**config.mk**
```make
export PLATFORM = sky130hd
export DESIGN_NAME = rdsenc_pin_ctrl
export DESIGN_NICKNAME = d
export VERILOG_FILES = /design/src/verilog/rdsenc_pkg.sv /design/src/verilog/rdsenc_fifo.sv /design/src/verilog/rdsenc_pin_ctrl.sv
export VERILOG_INCLUDE_DIRS = /design/src /design/src/verilog
export SDC_FILE = /design/constraint.sdc
export NUM_CORES = 1
export LEC_CHECK = 0
export BUFFER_PORTS_ARGS = -buffer_cell sky130_fd_sc_hd__buf_2
export CAP_MARGIN = 20
export CORE_ASPECT_RATIO = 1.5
export CORE_UTILIZATION = 35
export CTS_CLUSTER_SIZE = 12
export DETAILED_ROUTE_END_ITERATION = 10
export PLACE_DENSITY = 0.49
export SLEW_MARGIN = 10
export SYNTH_ARGS = -nofsm -noshare
export SYNTH_HDL_FRONTEND = slang
export SYNTH_HIERARCHICAL = 1
export SYNTH_SLANG_ARGS = --single-unit
```
**constraint.sdc**
```tcl
create_clock -name i_sys_clk -period 6.8 [get_ports i_sys_clk]
set_clock_uncertainty 0.2 [all_clocks]
set_input_delay 1.36 -clock i_sys_clk [delete_from_list [all_inputs] [get_ports i_sys_clk]]
set_output_delay 1.36 -clock i_sys_clk [all_outputs]
set_load 0.02 [all_outputs]
```
**src/verilog/rdsenc_params.svh**
```systemverilog
// timing, layout and pattern constants of the encoder pin control
`ifndef RDSENC_PARAMS_SVH
`define RDSENC_PARAMS_SVH

`define RDSENC_CLK_HZ 25000000
`define RDSENC_CLK_MHZ (`RDSENC_CLK_HZ / 1000000)

// power-on reset hold, in microseconds
`define RDSENC_POR_US 1000
`define RDSENC_POR_CYC (`RDSENC_POR_US * `RDSENC_CLK_MHZ)
// least low time on the reset pin that counts, in nanoseconds
`define RDSENC_RSTF_NS 2000
`define RDSENC_RSTF_CYC ((`RDSENC_RSTF_NS * `RDSENC_CLK_MHZ + 999) / 1000)
// settle time of each strap drive pattern, in nanoseconds
`define RDSENC_STRAP_NS 1000
`define RDSENC_STRAP_CYC ((`RDSENC_STRAP_NS * `RDSENC_CLK_MHZ + 999) / 1000)
// lamp half period and receive flash, in milliseconds
`define RDSENC_BLINK_MS 500
`define RDSENC_BLINK_CYC (`RDSENC_BLINK_MS * (`RDSENC_CLK_HZ / 1000))
`define RDSENC_FLASH_MS 50
`define RDSENC_FLASH_CYC (`RDSENC_FLASH_MS * (`RDSENC_CLK_HZ / 1000))

// subcarrier and converter sample rates, in hertz
`define RDSENC_SC_HZ 57000
`define RDSENC_SMP_HZ 361000
`define RDSENC_ACC_W 25
`define RDSENC_CNT_W 24
`define RDSENC_GAP_W 10

`define RDSENC_FIFO_W 8
`define RDSENC_FIFO_D 8

// bit positions in the synchronised pin vector
`define RDSENC_PIN_RST 0
`define RDSENC_PIN_SYNC 1
`define RDSENC_PIN_PILOT 2
`define RDSENC_PIN_TA 3
`define RDSENC_PIN_STRAP 4
`define RDSENC_NPIN 5
`define RDSENC_PIN_IDLE 5'h1f

// converter word during reset and strap probing
`define RDSENC_PAT_IDLE 8'h00
`define RDSENC_PAT_A 8'h04
`define RDSENC_PAT_B 8'h02

`endif

```
**src/verilog/rdsenc_pkg.sv**
```systemverilog
// types shared by the encoder pin control
package rdsenc_pkg;
    typedef enum logic [3:0] {
        ST_POR = 4'h1,
        ST_STRAP_A = 4'h2,
        ST_STRAP_B = 4'h4,
        ST_RUN = 4'h8
    } rdsenc_state_t;

    typedef enum logic [1:0] {
        MODE_SER_FAST_LO = 2'h0,
        MODE_SER_FAST_HI = 2'h1,
        MODE_SER_SLOW_LO = 2'h2,
        MODE_TWO_WIRE = 2'h3
    } rdsenc_mode_t;
endpackage
```
**src/verilog/rdsenc_fifo.sv**
```systemverilog
// sample fifo with registered read data
`timescale 1ns/1ps
`include "rdsenc_params.svh"
module rdsenc_fifo #(
    parameter int unsigned WIDTH = `RDSENC_FIFO_W,
    parameter int unsigned DEPTH = `RDSENC_FIFO_D
) (
    // clock and reset
    input wire logic i_sys_clk,
    input wire logic i_nrst,
    input wire logic i_flush,
    // fill side
    input wire logic i_wr_valid,
    input wire logic [WIDTH-1:0] i_wr_data,
    output logic o_wr_ready,
    // drain side
    output logic o_rd_valid,
    output logic [WIDTH-1:0] o_rd_data,
    input wire logic i_rd_ready
);
    localparam int unsigned AW = $clog2(DEPTH);
    localparam logic [AW:0] FULL = (AW + 1)'(DEPTH);

    logic [WIDTH-1:0] mem [DEPTH];
    logic [AW-1:0] wptr_reg, wptr_next, rptr_reg, rptr_next;
    logic [AW:0] cnt_reg, cnt_next;
    logic [WIDTH-1:0] rdata_reg, rdata_next;
    logic push, pop;

    assign o_wr_ready = (cnt_reg != FULL) && !i_flush;
    assign o_rd_valid = (cnt_reg != '0) && !i_flush;
    assign push = i_wr_valid && o_wr_ready;
    assign pop = o_rd_valid && i_rd_ready;
    assign o_rd_data = rdata_reg;

    // depth is a power of two, so pointers wrap by themselves
    always_comb begin
        wptr_next = push ? AW'(wptr_reg + 1'b1) : wptr_reg;
        rptr_next = pop ? AW'(rptr_reg + 1'b1) : rptr_reg;
        cnt_next = (AW + 1)'(cnt_reg + push - pop);
        // bypass when the word written is the next to be read
        if (push && wptr_reg == rptr_next) begin
            rdata_next = i_wr_data;
        end else begin
            rdata_next = mem[rptr_next];
        end
        if (i_flush) begin
            wptr_next = '0;
            rptr_next = '0;
            cnt_next = '0;
        end
    end

    always_ff @(posedge i_sys_clk) begin
        if (push) begin
            mem[wptr_reg] <= i_wr_data;
        end
    end

    always_ff @(posedge i_sys_clk or negedge i_nrst) begin
        if (!i_nrst) begin
            wptr_reg <= '0;
            rptr_reg <= '0;
            cnt_reg <= '0;
            rdata_reg <= '0;
        end else begin
            wptr_reg <= wptr_next;
            rptr_reg <= rptr_next;
            cnt_reg <= cnt_next;
            rdata_reg <= rdata_next;
        end
    end
endmodule

```
**src/verilog/rdsenc_pin_ctrl.sv**
```systemverilog
// pin-level control of the data-subcarrier encoder
//
// Overview of operation
// - stay in reset while reset pin low
// - filter short low pulses on reset pin
// - internal reset pulse after supply comes up
// - pilot loop runs only with enable low
// - lock subcarrier phase to pilot tone
// - otherwise time subcarrier from internal clock
// - announce flag set when program flag and input low
// - lamp blinks about once per second
// - lamp also flashes on configuration receive
// - 8-bit converter word, bit 0 least significant
// - mode strap sampled only leaving reset
// - strap high or open selects mode 0
// - strap diode to bit 2 selects mode 1
// - strap diode to bit 1 selects mode 2
// - strap grounded selects mode 3
`timescale 1ns/1ps
`include "rdsenc_params.svh"
module rdsenc_pin_ctrl #(
    parameter int unsigned POR_CYC = `RDSENC_POR_CYC,
    parameter int unsigned BLINK_CYC = `RDSENC_BLINK_CYC,
    parameter int unsigned FLASH_CYC = `RDSENC_FLASH_CYC
) (
    // clock and supply reset
    input wire logic i_sys_clk,
    input wire logic i_nrst,
    // device pins
    input wire logic i_reset_pin_n,
    input wire logic i_pilot_lock_n,
    input wire logic i_pilot,
    input wire logic i_traffic_announce_in_n,
    input wire logic i_mode_strap,
    // encoder core side
    input wire logic i_traffic_program_flag,
    input wire logic i_cfg_rx_active,
    input wire logic i_sample_valid,
    input wire logic [7:0] i_sample_data,
    output logic o_sample_ready,
    // status and timing to core
    output logic o_core_rst_n,
    output logic [1:0] o_comm_mode,
    output logic o_pll_enable,
    output logic o_subcarrier_tick,
    output logic o_traffic_announce_flag,
    // pins driven out
    output logic o_activity_lamp,
    output logic [7:0] o_conv_word_out
);
    localparam int unsigned CW = `RDSENC_CNT_W;
    localparam int unsigned AW = `RDSENC_ACC_W;
    localparam logic [CW-1:0] POR_LAST = CW'(POR_CYC - 1);
    localparam logic [CW-1:0] STRAP_LAST = CW'(`RDSENC_STRAP_CYC - 1);
    localparam logic [CW-1:0] RSTF_LAST = CW'(`RDSENC_RSTF_CYC - 1);
    localparam logic [CW-1:0] BLINK_LAST = CW'(BLINK_CYC - 1);
    localparam logic [CW-1:0] FLASH_LAST = CW'(FLASH_CYC - 1);
    localparam logic [AW-1:0] ACC_MOD = AW'(`RDSENC_CLK_HZ);
    localparam logic [AW-1:0] SC_INC = AW'(`RDSENC_SC_HZ);
    localparam logic [AW-1:0] SMP_INC = AW'(`RDSENC_SMP_HZ);

    // phase accumulator step; top bit flags a wrap
    function automatic logic [AW:0] nco_step(input logic [AW-1:0] acc,
                                             input logic [AW-1:0] inc);
        logic [AW:0] sum;
        sum = {1'b0, acc} + {1'b0, inc};
        if (sum >= {1'b0, ACC_MOD}) begin
            nco_step = {1'b1, AW'(sum - {1'b0, ACC_MOD})};
        end else begin
            nco_step = sum;
        end
    endfunction

    // strap level under pattern a, then under pattern b
    function automatic rdsenc_pkg::rdsenc_mode_t mode_of(input logic a,
                                                         input logic b);
        if (a && b) begin
            mode_of = rdsenc_pkg::MODE_SER_FAST_LO;
        end else if (a) begin
            mode_of = rdsenc_pkg::MODE_SER_FAST_HI;
        end else if (b) begin
            mode_of = rdsenc_pkg::MODE_SER_SLOW_LO;
        end else begin
            mode_of = rdsenc_pkg::MODE_TWO_WIRE;
        end
    endfunction

    // pin synchronisers: first stage feeds only the second
    logic [`RDSENC_NPIN-1:0] pin_raw, s1_reg, s2_reg, s3_reg;
    logic [`RDSENC_NPIN-1:0] qual_reg, qual_next;
    assign pin_raw = {i_mode_strap, i_traffic_announce_in_n, i_pilot,
                      i_pilot_lock_n, i_reset_pin_n};

    always_comb begin
        qual_next = qual_reg;
        for (int i = 0; i < `RDSENC_NPIN; i++) begin
            if (s2_reg[i] == s3_reg[i]) begin
                qual_next[i] = s2_reg[i];
            end
        end
    end

    // pull-ups make every pin idle high
    always_ff @(posedge i_sys_clk or negedge i_nrst) begin
        if (!i_nrst) begin
            s1_reg <= `RDSENC_PIN_IDLE;
            s2_reg <= `RDSENC_PIN_IDLE;
            s3_reg <= `RDSENC_PIN_IDLE;
            qual_reg <= `RDSENC_PIN_IDLE;
        end else begin
            s1_reg <= pin_raw;
            s2_reg <= s1_reg;
            s3_reg <= s2_reg;
            qual_reg <= qual_next;
        end
    end

    // reset pin noise filter: a level counts once it has held
    logic rfilt_reg, rfilt_next;
    logic [CW-1:0] rfcnt_reg, rfcnt_next;
    always_comb begin
        rfilt_next = rfilt_reg;
        rfcnt_next = '0;
        if (qual_reg[`RDSENC_PIN_RST] != rfilt_reg) begin
            if (rfcnt_reg == RSTF_LAST) begin
                rfilt_next = qual_reg[`RDSENC_PIN_RST];
            end else begin
                rfcnt_next = CW'(rfcnt_reg + 1'b1);
            end
        end
    end

    always_ff @(posedge i_sys_clk or negedge i_nrst) begin
        if (!i_nrst) begin
            rfilt_reg <= 1'b1;
            rfcnt_reg <= '0;
        end else begin
            rfilt_reg <= rfilt_next;
            rfcnt_reg <= rfcnt_next;
        end
    end

    // reset sequencer with strap probing
    rdsenc_pkg::rdsenc_state_t st_reg, st_next;
    logic [CW-1:0] tmr_reg, tmr_next;
    logic strap_a_reg, strap_a_next;
    logic [1:0] mode_reg, mode_next;
    logic running;
    assign running = (st_reg == rdsenc_pkg::ST_RUN);

    always_comb begin
        st_next = st_reg;
        tmr_next = CW'(tmr_reg + 1'b1);
        strap_a_next = strap_a_reg;
        mode_next = mode_reg;
        unique case (st_reg)
            rdsenc_pkg::ST_POR: begin
                if (tmr_reg == POR_LAST) begin
                    st_next = rdsenc_pkg::ST_STRAP_A;
                    tmr_next = '0;
                end
            end
            rdsenc_pkg::ST_STRAP_A: begin
                if (tmr_reg == STRAP_LAST) begin
                    strap_a_next = qual_reg[`RDSENC_PIN_STRAP];
                    st_next = rdsenc_pkg::ST_STRAP_B;
                    tmr_next = '0;
                end
            end
            rdsenc_pkg::ST_STRAP_B: begin
                if (tmr_reg == STRAP_LAST) begin
                    mode_next = mode_of(strap_a_reg,
                                        qual_reg[`RDSENC_PIN_STRAP]);
                    st_next = rdsenc_pkg::ST_RUN;
                    tmr_next = '0;
                end
            end
            rdsenc_pkg::ST_RUN: begin
                tmr_next = '0;
            end
        endcase
        // a filtered low on the pin restarts the whole sequence
        if (!rfilt_reg) begin
            st_next = rdsenc_pkg::ST_POR;
            tmr_next = '0;
        end
    end

    always_ff @(posedge i_sys_clk or negedge i_nrst) begin
        if (!i_nrst) begin
            st_reg <= rdsenc_pkg::ST_POR;
            tmr_reg <= '0;
            strap_a_reg <= 1'b1;
            mode_reg <= rdsenc_pkg::MODE_SER_FAST_LO;
        end else begin
            st_reg <= st_next;
            tmr_reg <= tmr_next;
            strap_a_reg <= strap_a_next;
            mode_reg <= mode_next;
        end
    end

    assign o_core_rst_n = running;
    assign o_comm_mode = mode_reg;

    // subcarrier and sample-rate timing
    logic [AW-1:0] sc_acc_reg, sc_acc_next, smp_acc_reg, smp_acc_next;
    logic sc_tick_reg, sc_tick_next, smp_tick_reg, smp_tick_next;
    logic pilot_d_reg, pll_reg, pll_next, ta_reg, ta_next;
    logic [AW:0] sc_step, smp_step;
    logic pilot_edge;
    assign pilot_edge = qual_reg[`RDSENC_PIN_PILOT] && !pilot_d_reg;
    assign sc_step = nco_step(sc_acc_reg, SC_INC);
    assign smp_step = nco_step(smp_acc_reg, SMP_INC);

    always_comb begin
        pll_next = running && !qual_reg[`RDSENC_PIN_SYNC];
        sc_acc_next = sc_step[AW-1:0];
        sc_tick_next = running && sc_step[AW];
        smp_acc_next = smp_step[AW-1:0];
        smp_tick_next = running && smp_step[AW];
        // a pilot rise realigns the subcarrier; every third tick lines up
        if (pll_reg && pilot_edge) begin
            sc_acc_next = '0;
            sc_tick_next = 1'b1;
        end
        // announce input is a plain low-active switch or gate
        ta_next = running && i_traffic_program_flag &&
                  !qual_reg[`RDSENC_PIN_TA];
    end

    always_ff @(posedge i_sys_clk or negedge i_nrst) begin
        if (!i_nrst) begin
            sc_acc_reg <= '0;
            smp_acc_reg <= '0;
            sc_tick_reg <= 1'b0;
            smp_tick_reg <= 1'b0;
            pilot_d_reg <= 1'b1;
            pll_reg <= 1'b0;
            ta_reg <= 1'b0;
        end else begin
            sc_acc_reg <= sc_acc_next;
            smp_acc_reg <= smp_acc_next;
            sc_tick_reg <= sc_tick_next;
            smp_tick_reg <= smp_tick_next;
            pilot_d_reg <= qual_reg[`RDSENC_PIN_PILOT];
            pll_reg <= pll_next;
            ta_reg <= ta_next;
        end
    end

    assign o_pll_enable = pll_reg;
    assign o_subcarrier_tick = sc_tick_reg;
    assign o_traffic_announce_flag = ta_reg;

    // activity lamp: slow blink, inverted while receive flash runs
    logic [CW-1:0] blink_cnt_reg, blink_cnt_next, flash_reg, flash_next;
    logic blink_reg, blink_next, lamp_reg, lamp_next;
    always_comb begin
        blink_next = blink_reg;
        blink_cnt_next = CW'(blink_cnt_reg + 1'b1);
        if (!running) begin
            blink_cnt_next = '0;
            blink_next = 1'b0;
        end else if (blink_cnt_reg == BLINK_LAST) begin
            blink_cnt_next = '0;
            blink_next = !blink_reg;
        end
        flash_next = (flash_reg != '0) ? CW'(flash_reg - 1'b1) : '0;
        if (running && i_cfg_rx_active) begin
            flash_next = FLASH_LAST;
        end
        lamp_next = blink_reg ^ (flash_reg != '0);
    end

    always_ff @(posedge i_sys_clk or negedge i_nrst) begin
        if (!i_nrst) begin
            blink_cnt_reg <= '0;
            blink_reg <= 1'b0;
            flash_reg <= '0;
            lamp_reg <= 1'b0;
        end else begin
            blink_cnt_reg <= blink_cnt_next;
            blink_reg <= blink_next;
            flash_reg <= flash_next;
            lamp_reg <= lamp_next;
        end
    end

    assign o_activity_lamp = lamp_reg;

    // sample buffer drained at the converter rate
    logic fifo_valid, pop;
    logic [7:0] fifo_data, conv_reg, conv_next;
    assign pop = running && smp_tick_reg && fifo_valid;

    rdsenc_fifo #(
        .WIDTH(`RDSENC_FIFO_W),
        .DEPTH(`RDSENC_FIFO_D)
    ) u_fifo (
        .i_sys_clk(i_sys_clk),
        .i_nrst(i_nrst),
        .i_flush(!running),
        .i_wr_valid(i_sample_valid),
        .i_wr_data(i_sample_data),
        .o_wr_ready(o_sample_ready),
        .o_rd_valid(fifo_valid),
        .o_rd_data(fifo_data),
        .i_rd_ready(running && smp_tick_reg)
    );

    // underrun holds the last word rather than dropping to zero
    always_comb begin
        conv_next = conv_reg;
        unique case (st_reg)
            rdsenc_pkg::ST_POR: conv_next = `RDSENC_PAT_IDLE;
            rdsenc_pkg::ST_STRAP_A: conv_next = `RDSENC_PAT_A;
            rdsenc_pkg::ST_STRAP_B: conv_next = `RDSENC_PAT_B;
            rdsenc_pkg::ST_RUN: begin
                if (pop) begin
                    conv_next = fifo_data;
                end
            end
        endcase
    end

    always_ff @(posedge i_sys_clk or negedge i_nrst) begin
        if (!i_nrst) begin
            conv_reg <= `RDSENC_PAT_IDLE;
        end else begin
            conv_reg <= conv_next;
        end
    end

    assign o_conv_word_out = conv_reg;

    // checks
    localparam int unsigned GAP_LO = `RDSENC_CLK_HZ / `RDSENC_SC_HZ - 1;
    logic [`RDSENC_GAP_W-1:0] gap_reg;
    logic gap_ok_reg;
    always_ff @(posedge i_sys_clk or negedge i_nrst) begin
        if (!i_nrst) begin
            gap_reg <= '0;
            gap_ok_reg <= 1'b0;
        end else begin
            gap_reg <= sc_tick_reg ? '0 : `RDSENC_GAP_W'(gap_reg + 1'b1);
            // gap only means something between two ticks of one free run
            gap_ok_reg <= running && !pll_reg && (gap_ok_reg || sc_tick_reg);
        end
    end
endmodule

```
* Word level (Yosys, flattened, before mapping)
Memory sizes are Yosys's and may differ from the RTL's. A register that Yosys moved wholly into a read port is not among the register bits.
Cells that the tools add are included.
** Storage, ports and cells
- Register bits :: 199
- Memory bits (writable) :: 64
- Bits of input ports :: 18
- Output and inout bits :: 16
- Word-level logic and storage cells :: 126
- Memories :: 1
** Operators by class
- Add/sub/neg operators :: 12
- $lt $le $gt $ge :: 2
- Equal/unequal tests :: 22
- Muxes and demuxes :: 33
- Bitwise operators :: 1
- Reduce and logical (&&, ||, !) cells :: 26
** Memory list
- u_fifo.mem :: words 8, bits a word 8, rd ports 1, clocked after memory_dff 1, wr ports 1, line rdsenc_fifo.sv:24 : logic [WIDTH-1:0] mem [DEPTH];
** Operators by type and width (number)
- 2-to-1 mux 24 bit :: 9
- adder 24 x 1 -> 24 bit (second input constant) :: 3
- one-hot mux 24 bit (3 select lines) :: 1
- >= comparator 26 x 25 -> 1 bit (second input constant) :: 2
- 2-to-1 mux 26 bit :: 2
- subtractor 25 bit (second input constant) :: 2
- one-hot mux 8 bit (4 select lines) :: 1
- adder 25 x 16 -> 26 bit (second input constant) :: 1
- adder 25 x 19 -> 26 bit (second input constant) :: 1
- 2-to-1 mux 25 bit :: 1
- equality test 24 x 15 -> 1 bit (second input constant) :: 1
- equality test 24 bit (second input constant) :: 1
- equality test 24 x 5 -> 1 bit (second input constant) :: 1
- equality test 24 x 6 -> 1 bit (second input constant) :: 1
- nonzero test 24 bit :: 1
- subtractor 24 x 1 -> 24 bit (second input constant) :: 1
- 2-to-1 mux 4 bit :: 5
- logical AND 1 bit :: 14
- 2-to-1 mux 3 bit :: 4
- one-hot mux 4 bit (3 select lines) :: 1
- != test 3 bit (second input constant) :: 3
- 2-to-1 mux 8 bit :: 1
- adder 3 x 1 -> 3 bit (second input constant) :: 2
- 2-to-1 mux 1 bit :: 6
- 18 further kinds :: 31

* Longest topological paths before layout
Gate-level depths: netlist (run 1).
- Depth after elaboration :: 6
- Gate-level depth with buffers :: 15
- Gate-level depth less buffers :: 13

* By module
The synthesis (run 1) kept the hierarchy.
** Modules (own cells, without submodules)
- rdsenc_pin_ctrl :: instances 1, cells each 1013, area each 9646.8 sq um, sequential area each 4609.4 sq um
- rdsenc_fifo :: instances 1, cells each 316, area each 4182.8 sq um, sequential area each 2372.3 sq um

* Worst setup path before layout (run 1)
Ideal clock, no wire load.
- Path kind :: reg-to-reg
- Start :: reg st_reg[3]
- End :: mem u_fifo/mem[0][0] (netlist name) (enable)
- Setup time :: 395 ps
- Arrival time :: 2800 ps
- Data required time :: 6205 ps
- Path slack :: 3406 ps
- Stages on the path, launching flop included :: 9
- Buffers on the path :: 3
- Clock period less this slack :: 3394 ps
- Cell sequence :: dfrtp_1 -> clkbuf_1 -> nand3b_1 -> clkbuf_1 -> a21oi_1 -> and2_1 -> clkbuf_1 -> clkinv_1 -> nor4_1
** On the way
- Longest elaborated chain between the ends :: 5
** Ends and longest elaborated chain
- start, declared :: line rdsenc_pin_ctrl.sv:144 : rdsenc_pkg::rdsenc_state_t st_reg, st_next;
- start signal, assigned :: line rdsenc_pin_ctrl.sv:191 : st_reg <= rdsenc_pkg::ST_POR;
- start signal, assigned :: line rdsenc_pin_ctrl.sv:196 : st_reg <= st_next;
- equality test 4 bit :: line rdsenc_pin_ctrl.sv:149 : assign running = (st_reg == rdsenc_pkg::ST_RUN);
- logical AND 1 bit :: line rdsenc_fifo.sv:30 : assign o_wr_ready = (cnt_reg != FULL) && !i_flush;
- via o_sample_ready :: line rdsenc_pin_ctrl.sv:40 : output logic o_sample_ready,
- logical AND 1 bit :: line rdsenc_fifo.sv:32 : assign push = i_wr_valid && o_wr_ready;
- 2-to-1 mux 1 bit :: line rdsenc_fifo.sv:55 : if (push) begin
- 2-to-1 mux 1 bit (not written as such) :: line rdsenc_fifo.sv:56 : mem[wptr_reg] <= i_wr_data;
- end, declared :: line rdsenc_fifo.sv:24
The timed path passes the listed nets, and every way through them passes these cells.

* Final worst setup path (run 1)
- Start :: reg smp_acc_reg[3]
- End :: reg smp_acc_reg[14]
** On the way
- Longest elaborated chain between the ends :: 3
- Elaborated cells on any way between the ends :: 4
- Classes of those cells :: 2 x add/sub; 1 x order compare; 1 x mux
** Ends and longest elaborated chain
- start, declared :: line rdsenc_pin_ctrl.sv:207 : logic [AW-1:0] sc_acc_reg, sc_acc_next, smp_acc_reg, smp_acc_next;
- start signal, assigned :: line rdsenc_pin_ctrl.sv:243 : smp_acc_reg <= smp_acc_next;
- adder 25 x 19 -> 26 bit * :: line rdsenc_pin_ctrl.sv:66 : sum = {1'b0, acc} + {1'b0, inc};
- subtractor 25 bit / >= comparator 26 x 25 -> 1 bit (equally long branches) :: line rdsenc_pin_ctrl.sv:68, rdsenc_pin_ctrl.sv:67
- 2-to-1 mux 26 bit * :: line rdsenc_pin_ctrl.sv:67 : if (sum >= {1'b0, ACC_MOD}) begin
- via smp_step[14] :: line rdsenc_pin_ctrl.sv:210 : logic [AW:0] sc_step, smp_step;
Mark *: on every way through the listed nets, which the timed path passes. The rest lies on a longest branch.
A chain may end at the register's enable or synchronous reset.

==> results.json, run 1 <==
{
  "cts_sinks": 265,
  "cts_setup_buffers": 0,
  "drc": 0,
  "path_max_fanout": 18,
  "power.density_nw_per_um2": 215,
  "cp-end-kind": "flip-flop",
  "syn_inst": 1329,
  "cts_buffers": 30,
  "cts_buffer_depth": 3,
  "coreArea_um2": 38800,
  "wl_per_cell_um": 16.7,
  "crit_chain": "ha_1 > o2111ai_1 > nand2b_1 > a21o_1 > xnor2_1 > nor2b_1 > nand3_1 > o21bai_2 > or3b_1 > xor2_1",
  "critPathRequiredTime_ns": 7.04,
  "slowest_delay_ns": 0.65,
  "syn_to_final_growth_pct": 12.0,
  "grt_overflow": 0,
  "drv_slew": 0,
  "die_height_um": 245,
  "cts-root-buf": "clkbuf_16",
  "syn_nets": 1369,
  "start_kind": "flip-flop",
  "viasPerCell": 5.19,
  "placed_cell_area_um2": 14500,
  "tightestPinTransition_ns": 1.10,
  "rows": 88,
  "syn-cell-area_um2": 13800,
  "start_util_pct": 35.7,
  "ant_nets": 0,
  "synth_warnings": 6,
  "leakagePower_nw": 6.04,
  "crit_family": "compound AO/OA/AOI/OAI gates",
  "synth-seq-cells": 265,
  "maxCapViolations": 0,
  "fin_crit_ns": 3.78,
  "cts-resized-gates": 0,
  "dp_hpwl_um": 20600,
  "antenna_found_initial": 1,
  "fin_area_um2": 15500,
  "num_vias": 9673,
  "synth-edff-count": 64,
  "drive_above_1_share_pct": 11.5,
  "finalSetupTns_ns": 0,
  "crit_type": "reg2reg",
  "fmax_mhz": 265,
  "wirelength_um": 31100,
  "dieArea_um2": 40300,
  "hold_path_class": "reg2reg",
  "post-route-util_pct": 40.0,
  "drt_iter0_markers": 447,
  "globalplace.congestion": 0.828,
  "worst-path-buf-inv": 0,
  "track_usage_pct": 15.9,
  "num_antenna_cells": 0,
  "insertion_delay_ns": 0.58,
  "htreeDepth": 1,
  "final_nets": 1385,
  "io_buffers": 33,
  "slowest_stage": "o21bai_2",
  "io_pins": 34,
  "postSynth.asyncResetShare_pct": 75.8,
  "drt_pre_antenna_iters": 5,
  "hold_violations": 0,
  "yosysSeqAreaShare_pct": 50.5,
  "largest_register_ffs": 64,
  "die_w_um": 164,
  "final.period_utilization_pct": 55.6,
  "grt_first_pass_wirelength_um": 51100,
  "syn_area_per_cell_um2": 10.4,
  "grt_pass1_vias": 9985,
  "peakVddDrop_mv": 0.272,
  "cts_tree": "yes",
  "hold-worst-slack_ns": 0.141,
  "status": "complete, no violations",
  "arrival_ns": 4.02,
  "grt_max_degree": 122,
  "ys_types": 84,
  "fin_total_pwr_mw": 3.33,
  "rsz0062_at_grt": "no",
  "setup_violations": 0,
  "clk_pin_slew_ns": 0.06,
  "maxSlewHeadroom_pct": 26.2,
  "ys.flop_type": "dfrtp_1",
  "holdBufCountCts": 0,
  "regMostFlops": "u_fifo/mem"
}
==> cell families after synthesis <==
group | synth area share [%]
AOI/OAI and AO/OA | 10.3
xor gates and xnor gates | 10.0
adders and majority gates | 2.41
buffers and inverters | 3.00
DFF | 50.5
muxes | 5.93
and+or+nand+nor | 17.9
==> synth_stat cells (4+ instances only) <==
| master | n | area, um2 |
|---|---|---|
| clkbuf_1 | 34 | 128 |
| and4_1 | 7 | 61.3 |
| nor3b_1 | 5 | 37.5 |
| o221a_2 | 8 | 90.1 |
| and3_1 | 26 | 163 |
| xor2_1 | 76 | 666 |
| o221ai_1 | 7 | 61.3 |
| maj3_1 | 5 | 50.1 |
| nand4_1 | 15 | 93.8 |
| o211ai_1 | 13 | 97.6 |
| nor4_1 | 24 | 150 |
| o21a_1 | 6 | 45.0 |
| mux2i_1 | 74 | 741 |
| edfxtp_1 | 64 | 1920 |
| o21ai_0 | 60 | 300 |
| o21ai_1 | 5 | 25.0 |
| nor2_1 | 170 | 638 |
| dfrtp_1 | 177 | 4430 |
| buf_2 | 16 | 80.1 |
| a21o_1 | 7 | 52.6 |
| nand3b_1 | 7 | 52.6 |
| a21oi_1 | 38 | 190 |
| o2111ai_1 | 10 | 87.6 |
| xnor2_1 | 78 | 683 |
| buf_4 | 5 | 37.5 |
| and2_1 | 6 | 37.5 |
| dfstp_2 | 24 | 631 |
| nand2_1 | 97 | 364 |
| or3_1 | 17 | 106 |
| o31ai_1 | 5 | 37.5 |
| ha_1 | 21 | 263 |
| nand3_1 | 50 | 250 |
| nor2b_1 | 8 | 50.1 |
| inv_1 | 30 | 113 |
| nor3_1 | 27 | 135 |
| a211oi_1 | 5 | 37.5 |
| or4_1 | 4 | 30.0 |
| a31oi_1 | 14 | 87.6 |
| nand2b_1 | 13 | 81.3 |
| nor4b_1 | 4 | 35.0 |
==> worst paths after layout <==
| kind | from | cells past startpoint | end | slack [ns] |
|---|---|---|---|---|
| min in group asynchronous | i_nrst | 1 | rfcnt_reg[15] | 0.54 |
| max in group asynchronous | i_nrst | 2 | smp_acc_reg[5] | 4.75 |
| worst max-delay path | smp_acc_reg[3] | 10 | smp_acc_reg[14] | 3.02 |
| worst max register to register | smp_acc_reg[3] | 10 | smp_acc_reg[14] | 3.02 |
| worst min-delay path | s2_reg[1] | 0 | s3_reg[1] | 0.14 |
| worst min register to register | s2_reg[1] | 0 | s3_reg[1] | 0.14 |
==> cells in the final DEF, fill, tap and decap left out, types with 14 or more instances in the layout <==
| cell type | count |
|---|---|
| nor2_1 | 169 |
| o21ai_0 | 60 |
| nor4_1 | 23 |
| nand3_1 | 50 |
| buf_2 | 32 |
| nor3_1 | 27 |
| a21oi_1 | 38 |
| ha_1 | 21 |
| dfstp_2 | 24 |
| xnor2_1 | 78 |
| mux2i_1 | 74 |
| a31oi_1 | 14 |
| nand4_1 | 15 |
| inv_1 | 30 |
| edfxtp_1 | 64 |
| nand2_1 | 97 |
| xor2_1 | 76 |
| clkbuf_16 | 31 |
| or3_1 | 17 |
| dfrtp_1 | 177 |
| and3_1 | 26 |
==> routing by layer <==
metal / GRT usage (%) / vias to the layer above / part of all wire [%]
met5: 0 / - / 0.042
met4: 5.09 / 2 / 2.2
met3: 2.24 / 49 / 3.2
met2: 29.1 / 133 / 52
met1: 18.7 / 4739 / 42
li1: - / 4750 / -
==> power breakdown <==
part	internal [mW]	total, mW	leakage, nW	switching, mW
clock network	0.956	1.63	0.506	0.670
logic	0.0125	0.0516	2.42	0.0391
registers	1.65	1.66	3.12	0.00854
==> through the flow <==
stage | std cells | worst slack, ns
after floorplan | 1329 | 3.41
after global placement | 1808 | 3.02
after detailed placement | 1808 | 3.00
after CTS | 1864 | 2.97
after global routing | 1864 | 2.66
final | 1864 | 3.02
==> final cells by class <==
type / instances / area, um2
Inverter: 32 / 120
Fill cell: 3843 / 23300
Clock inverter: 9 / 76.3
Tap cell: 495 / 619
Multi-Input combinational cell: 970 / 6460
Timing Repair Buffer: 46 / 285
Clock buffer: 47 / 946
Sequential cell: 265 / 6980
(Power assumes the default switching activity.)
==> run 2, diff against run 1 <==
- clock period: 6.8 -> 3.5 ns (I/O delays scaled with it)
==> run 2 against run 1 <==
Effect of this change:
- core utilization increased by 0.85 points
- first-iteration DRC count increased by 5.6%
- power increased by 99%
==> results.json, run 2 (same netlist as run 1, synthesis figures left out) <==
{
  "rsz0062_at_grt": "no",
  "cts_sinks": 265,
  "fin_crit_ns": 3.31,
  "p_comb_share_pct": 1.6,
  "io_buffers": 33,
  "maxSlewHeadroom_pct": 54.3,
  "io_pins": 34,
  "tightestPinTransition_ns": 0.680,
  "fmax_mhz": 302,
  "drc": 0,
  "cts_tree": "yes",
  "wl_per_cell_um": 16.8,
  "num_vias": 9776,
  "hold_path_class": "in2reg",
  "path_max_fanout": 13,
  "antenna_found_initial": 0,
  "crit_type": "reg2reg",
  "globalplace.congestion": 0.852,
  "grt_max_degree": 74,
  "arrival_ns": 3.60,
  "switchingPower_mw": 1.39,
  "final_common_cell": "dfrtp_1",
  "drive_above_1_share_pct": 13.6,
  "setup_violations": 0,
  "cts-root-buf": "clkbuf_16",
  "layout_common_cells": "176 x dfrtp_1, 168 x nor2_1, 97 x nand2_1",
  "switching_share_pct": 21.0,
  "clk_pin_slew_ns": 0.06,
  "final.period_utilization_pct": 94.6,
  "p_clk_share_pct": 49.8,
  "maxCapViolations": 0,
  "start_util_pct": 35.7,
  "power.density_nw_per_um2": 419,
  "drt_iter0_markers": 472,
  "peakVddDrop_mv": 0.476,
  "htreeDepth": 1,
  "cts_buffers": 30,
  "insertion_delay_ns": 0.58,
  "final_nets": 1412,
  "regMostFlops": "u_fifo/mem",
  "grt_overflow": 0,
  "post-route-util_pct": 40.8,
  "num_antenna_cells": 0,
  "critPathRequiredTime_ns": 3.79,
  "grt_first_pass_wirelength_um": 52000,
  "wirelength_um": 31900,
  "p_int_mw": 5.23,
  "viasPerCell": 5.17,
  "p_seq_share_pct": 48.5,
  "track_usage_pct": 16.2,
  "drt_pre_antenna_iters": 4,
  "placed_cell_area_um2": 14700,
  "finalSetupTns_ns": 0,
  "dieArea_um2": 40300,
  "ant_nets": 0,
  "coreArea_um2": 38800,
  "start_kind": "flip-flop",
  "cts_buffer_depth": 3,
  "grt_pass1_vias": 10100,
  "hold_violations": 0,
  "rows": 88,
  "status": "complete, no violations",
  "largest_register_ffs": 64,
  "fin_area_um2": 15800,
  "drv_slew": 0,
  "syn_to_final_growth_pct": 14.3,
  "dp_hpwl_um": 21700,
  "die_w_um": 164,
  "cp-end-kind": "flip-flop",
  "die_height_um": 245,
  "leakagePower_nw": 6.21
}
-- run 2: changes by cell type in the layout (fill, tap and decap cells not counted), sizes merged --
cell	previous run	this run
buf	46	70
bufinv	0	3
dlygate4sd3	0	3
clkbuf	47	45
clkinvlp	1	0
-- run 2: metrics by stage --
stage               cells  total power, mW  hold slack (ns)  setup WS (ns)
floorplan            1329             3.29            0.145          0.106
global placement     1832             3.39            0.147          0.239
detailed placement   1832             3.39            0.147          0.133
CTS                  1891             6.76           0.0347          0.122
global route         1891             6.90           0.0307        0.00487
finish               1891             6.63           0.0649          0.189
-- run 2: routing by layer --
metal	share of wire [%]	up-vias	track usage, %
li1	-	4810	-
met1	42	4801	18.5
met2	53	122	30.1
met3	3.5	43	2.82
met5	0	-	0
met4	2.1	0	4.93
-- run 2: path summary, 6_finish.rpt --
| path | startpoint | to | slack (ns) | cells after the start |
|---|---|---|---|---|
| worst max-delay path | sc_acc_reg[4] | sc_acc_reg[9] | 0.19 | 11 |
| worst min-delay path | i_traffic_announce_in_n | s1_reg[3] | 0.06 | 1 |
| worst max register to register | sc_acc_reg[4] | sc_acc_reg[9] | 0.19 | 11 |
| worst min register to register | s1_reg[4] | s2_reg[4] | 0.16 | 0 |
| max in group asynchronous | i_nrst | s2_reg[1] | 1.78 | 3 |
| min in group asynchronous | i_nrst | rfcnt_reg[12] | 0.46 | 2 |
-- run 2: power groups by stage --
stage	Combinational (mW)	Clock, mW	Sequential (mW)
floorplan	0.0251	0	3.27
global placement	0.110	0	3.28
detailed placement	0.112	0	3.27
CTS	0.115	3.42	3.22
global route	0.127	3.55	3.22
finish	0.107	3.30	3.22
-- run 2: critical path: stages, from the launching register on --
cell and delay (ns):
dfrtp_2 0.45, ha_2 0.23, or3_1 0.36, a211oi_2 0.35, o31ai_1 0.18, a32oi_2 0.27
a21oi_2 0.13, a211oi_4 0.21, buf_4 0.24, nor2_2 0.08, or3_1 0.38, a21oi_1 0.14
-- run 2: layout make-up --
type,count,area [um2]
inverters,32,120
multi-input cells,970,6500
well taps,495,619
fillers,3754,22900
clock inverters,11,159
clock buffers,45,902
repair buffers,73,533
flip-flops and latches,265,6980
-- run 2: repair_timing --
item	in CTS	in global routing
hold endpoints to repair	62	0
setup buffers	0	0
resized for setup	0	12
endpoints found under the setup margin	0	18
hold buffers	3	0
==> run 3, diff against run 2 <==
--- a/config.mk
+++ b/config.mk
@@ -14,2 +14,3 @@
 export DETAILED_ROUTE_END_ITERATION = 10
+export HOLD_SLACK_MARGIN = 0.12
 export PLACE_DENSITY = 0.49
@@ -18,3 +19,2 @@
 export SYNTH_HDL_FRONTEND = slang
-export SYNTH_HIERARCHICAL = 1
 export SYNTH_SLANG_ARGS = --single-unit
--- a/constraint.sdc
+++ b/constraint.sdc
@@ -4,2 +4,2 @@
 set_output_delay 0.7 -clock i_sys_clk [all_outputs]
-set_load 0.02 [all_outputs]
+set_load 0.1 [all_outputs]
==> run 3 against run 2 <==
Effect of this change:
- clock-buffer cell count decreased by 2
- flip-flop and latch count unchanged
- first-iteration DRC count decreased by 8.3%
- largest power group is now registers
- highest routed layer unchanged
==> results.json, run 3 <==
{
  "cp-end-kind": "primary output",
  "multiInputGateArea_um2": 5880,
  "syn_area_per_cell_um2": 10.7,
  "wl_per_cell_um": 16.3,
  "critPathRequiredTime_ns": 2.60,
  "p_clk_share_pct": 47.3,
  "maxCapViolations": 0,
  "drt_pre_antenna_iters": 4,
  "syn_to_final_growth_pct": 15.2,
  "clk_pin_slew_ns": 0.06,
  "power.density_nw_per_um2": 418,
  "drive_above_1_share_pct": 15.1,
  "postSynth.asyncResetShare_pct": 75.8,
  "status": "complete, no violations",
  "ys_types": 90,
  "regMostFlops": "u_fifo.mem",
  "ys.flop_type": "dfrtp_1",
  "path_max_fanout": 21,
  "p_int_mw": 4.94,
  "tightestPinTransition_ns": 0.892,
  "drc": 0,
  "synth_top_cell_by_area": "dfrtp_1",
  "num_vias": 9123,
  "htreeDepth": 1,
  "fin_crit_ns": 3.33,
  "synth_compound_area_share_pct": 9.53,
  "synth-seq-cells": 265,
  "p_seq_share_pct": 50.9,
  "synth_top_area_share_pct": 33.7,
  "grt_max_degree": 90,
  "coreArea_um2": 36900,
  "peakVddDrop_mv": 0.394,
  "synthMuxAreaShare_pct": 4.12,
  "num_antenna_cells": 0,
  "track_usage_pct": 16.0,
  "hold-worst-slack_ns": 0.155,
  "layout_common_cells": "176 x dfrtp_1, 169 x nor2_1, 103 x nand2_1",
  "setup_violations": 0,
  "final_nets": 1339,
  "io_pins": 34,
  "fmax_mhz": 300,
  "cp-startpoint": "st_reg[2]",
  "netlist_top_cells_count": "177 x dfrtp_1, 169 x nor2_1, 103 x nand2_1, 85 x xnor2_1, 64 x edfxtp_1",
  "dieArea_um2": 38300,
  "globalplace.congestion": 0.824,
  "place_inst": 1746,
  "antenna_found_initial": 0,
  "syn_nets": 1266,
  "final_common_cell": "dfrtp_1",
  "arrival_ns": 2.43,
  "dp_hpwl_um": 19900,
  "r2r_setup_slack_ns": 0.17,
  "endpoint": "o_sample_ready",
  "switching_share_pct": 21.7,
  "leakagePower_nw": 5.81,
  "insertion_delay_ns": 0.58,
  "synth.area.top_cells": "dfrtp_1 34%, edfxtp_1 15%, xnor2_1 5.7%",
  "start_util_pct": 35.6,
  "synth_xor_area_share_pct": 9.71,
  "wirelength_um": 29500,
  "cts-root-buf": "clkbuf_16",
  "regArea_um2": 6980,
  "hold_path_class": "reg2reg",
  "syn-cell-area_um2": 13100,
  "start_kind": "flip-flop",
  "p_comb_share_pct": 1.7,
  "yosysMostFrequentCell": "dfrtp_1",
  "grt_overflow": 0,
  "rows": 86,
  "drt_iter0_markers": 433,
  "final_cells": 1806,
  "fin_total_pwr_mw": 6.32,
  "hold_violations": 0,
  "io_buffers": 33,
  "die_height_um": 239,
  "drv_slew": 0,
  "r2r_cells": 10,
  "grt_pass1_vias": 9524,
  "cts_buffers": 29,
  "r2r-end": "smp_acc_reg[10]",
  "die_w_um": 160,
  "cts_sinks": 265,
  "yosysSeqAreaShare_pct": 53.2,
  "syn_inst": 1226,
  "synth_warnings": 0,
  "nFillCells": 3574,
  "grt_first_pass_wirelength_um": 49500,
  "largest_register_ffs": 64,
  "ant_nets": 0,
  "synth-adder-area-share_pct": 2.53,
  "viasPerCell": 5.05,
  "cts_tree": "yes",
  "synth-edff-count": 64,
  "timing.rr.start": "smp_acc_reg[4]",
  "crit_type": "reg2out",
  "switchingPower_mw": 1.37,
  "maxSlewHeadroom_pct": 40.5,
  "synthSimpleGateAreaFrac_pct": 18.5,
  "final.period_utilization_pct": 95.2,
  "synth_top_family_by_area": "simple AND/OR/NAND/NOR gates",
  "cts_buffer_depth": 3
}
==> run 3: critical path, cell delays in order, from the launching register on <==
cell and delay [ns]:
dfrtp_1 0.46, nand2b_1 0.22, or3_1 0.36, buf_4 0.27, a21oi_4 0.18, clkbuf_4 0.35
==> run 3: power groups by stage <==
stage / Combinational [mW] / Clock, mW / Sequential (mW)
after detailed placement: 0.111 / 0 / 3.27
after global placement: 0.109 / 0 / 3.27
after CTS: 0.117 / 3.11 / 3.22
after global routing: 0.129 / 3.23 / 3.22
after floorplan: 0.0252 / 0 / 3.27
final: 0.110 / 2.99 / 3.22
==> run 3: logic make-up (layout without fill, tap and decap cells) <==
family          after synthesis  in the layout
mux                          34             34
buf+inv                      74            170
xor+xnor                    143            143
flops                       265            265
simple gates                504            504
fa+ha+maj                    27             27
compound gates              179            179
==> run 3: worst min-delay path by stage <==
stage                                start                       to  slack, ns  cells past startpoint
detailed placement               s1_reg[1]                s2_reg[1]       0.15                      0
floorplan                        s1_reg[0]                s2_reg[0]       0.15                      0
CTS                 i_traffic_program_flag  o_traffic_announce_flag       0.15                      2
global placement                 s1_reg[3]                s2_reg[3]       0.15                      0
global route                     s1_reg[3]                s2_reg[3]       0.16                      0
finish                           s1_reg[2]                s2_reg[2]       0.15                      0
==> run 3: final cells by class <==
| class | instances | area share (%) |
|---|---|---|
| Sequential cell | 265 | 46.2 |
| Multi-Input combinational cell | 887 | 38.9 |
| Clock buffer | 43 | 5.21 |
| Timing Repair Buffer | 81 | 4.00 |
| Tap cell | 484 | 4.00 |
| Inverter | 35 | 0.877 |
| Clock inverter | 11 | 0.835 |
==> run 3: layer usage <==
| layer | up-vias | routed length, um | GRT usage (%) |
|---|---|---|---|
| li1 | 4481 | - | - |
| met1 | 4464 | 12200 | 18.7 |
| met2 | 128 | 15500 | 29.8 |
| met3 | 50 | 935 | 1.92 |
| met4 | 0 | 854 | 5.80 |
| met5 | - | 0 | 0 |
==> run 3: repair_timing <==
item | 4_1_cts | 5_1_grt
buffers inserted | 0 | 0
setup endpoints to repair | 1 | 14
pin swaps | 0 | 0
hold buffers | 6 | 0
resized for setup | 1 | 9
hold endpoints to repair | 56 | 0
==> run 3: per-stage QoR <==
step	setup WS (ns)	setup TNS [ns]	area, um2	utilization, %
final	0.167	0	15100	41.0
after CTS	0.0115	0	15100	40.9
after floorplan	0.0933	0	13100	-
after global placement	0.229	0	14100	38.2
after global routing	-0.00159	-0.00159	15100	41.0
after detailed placement	0.171	0	14100	38.2
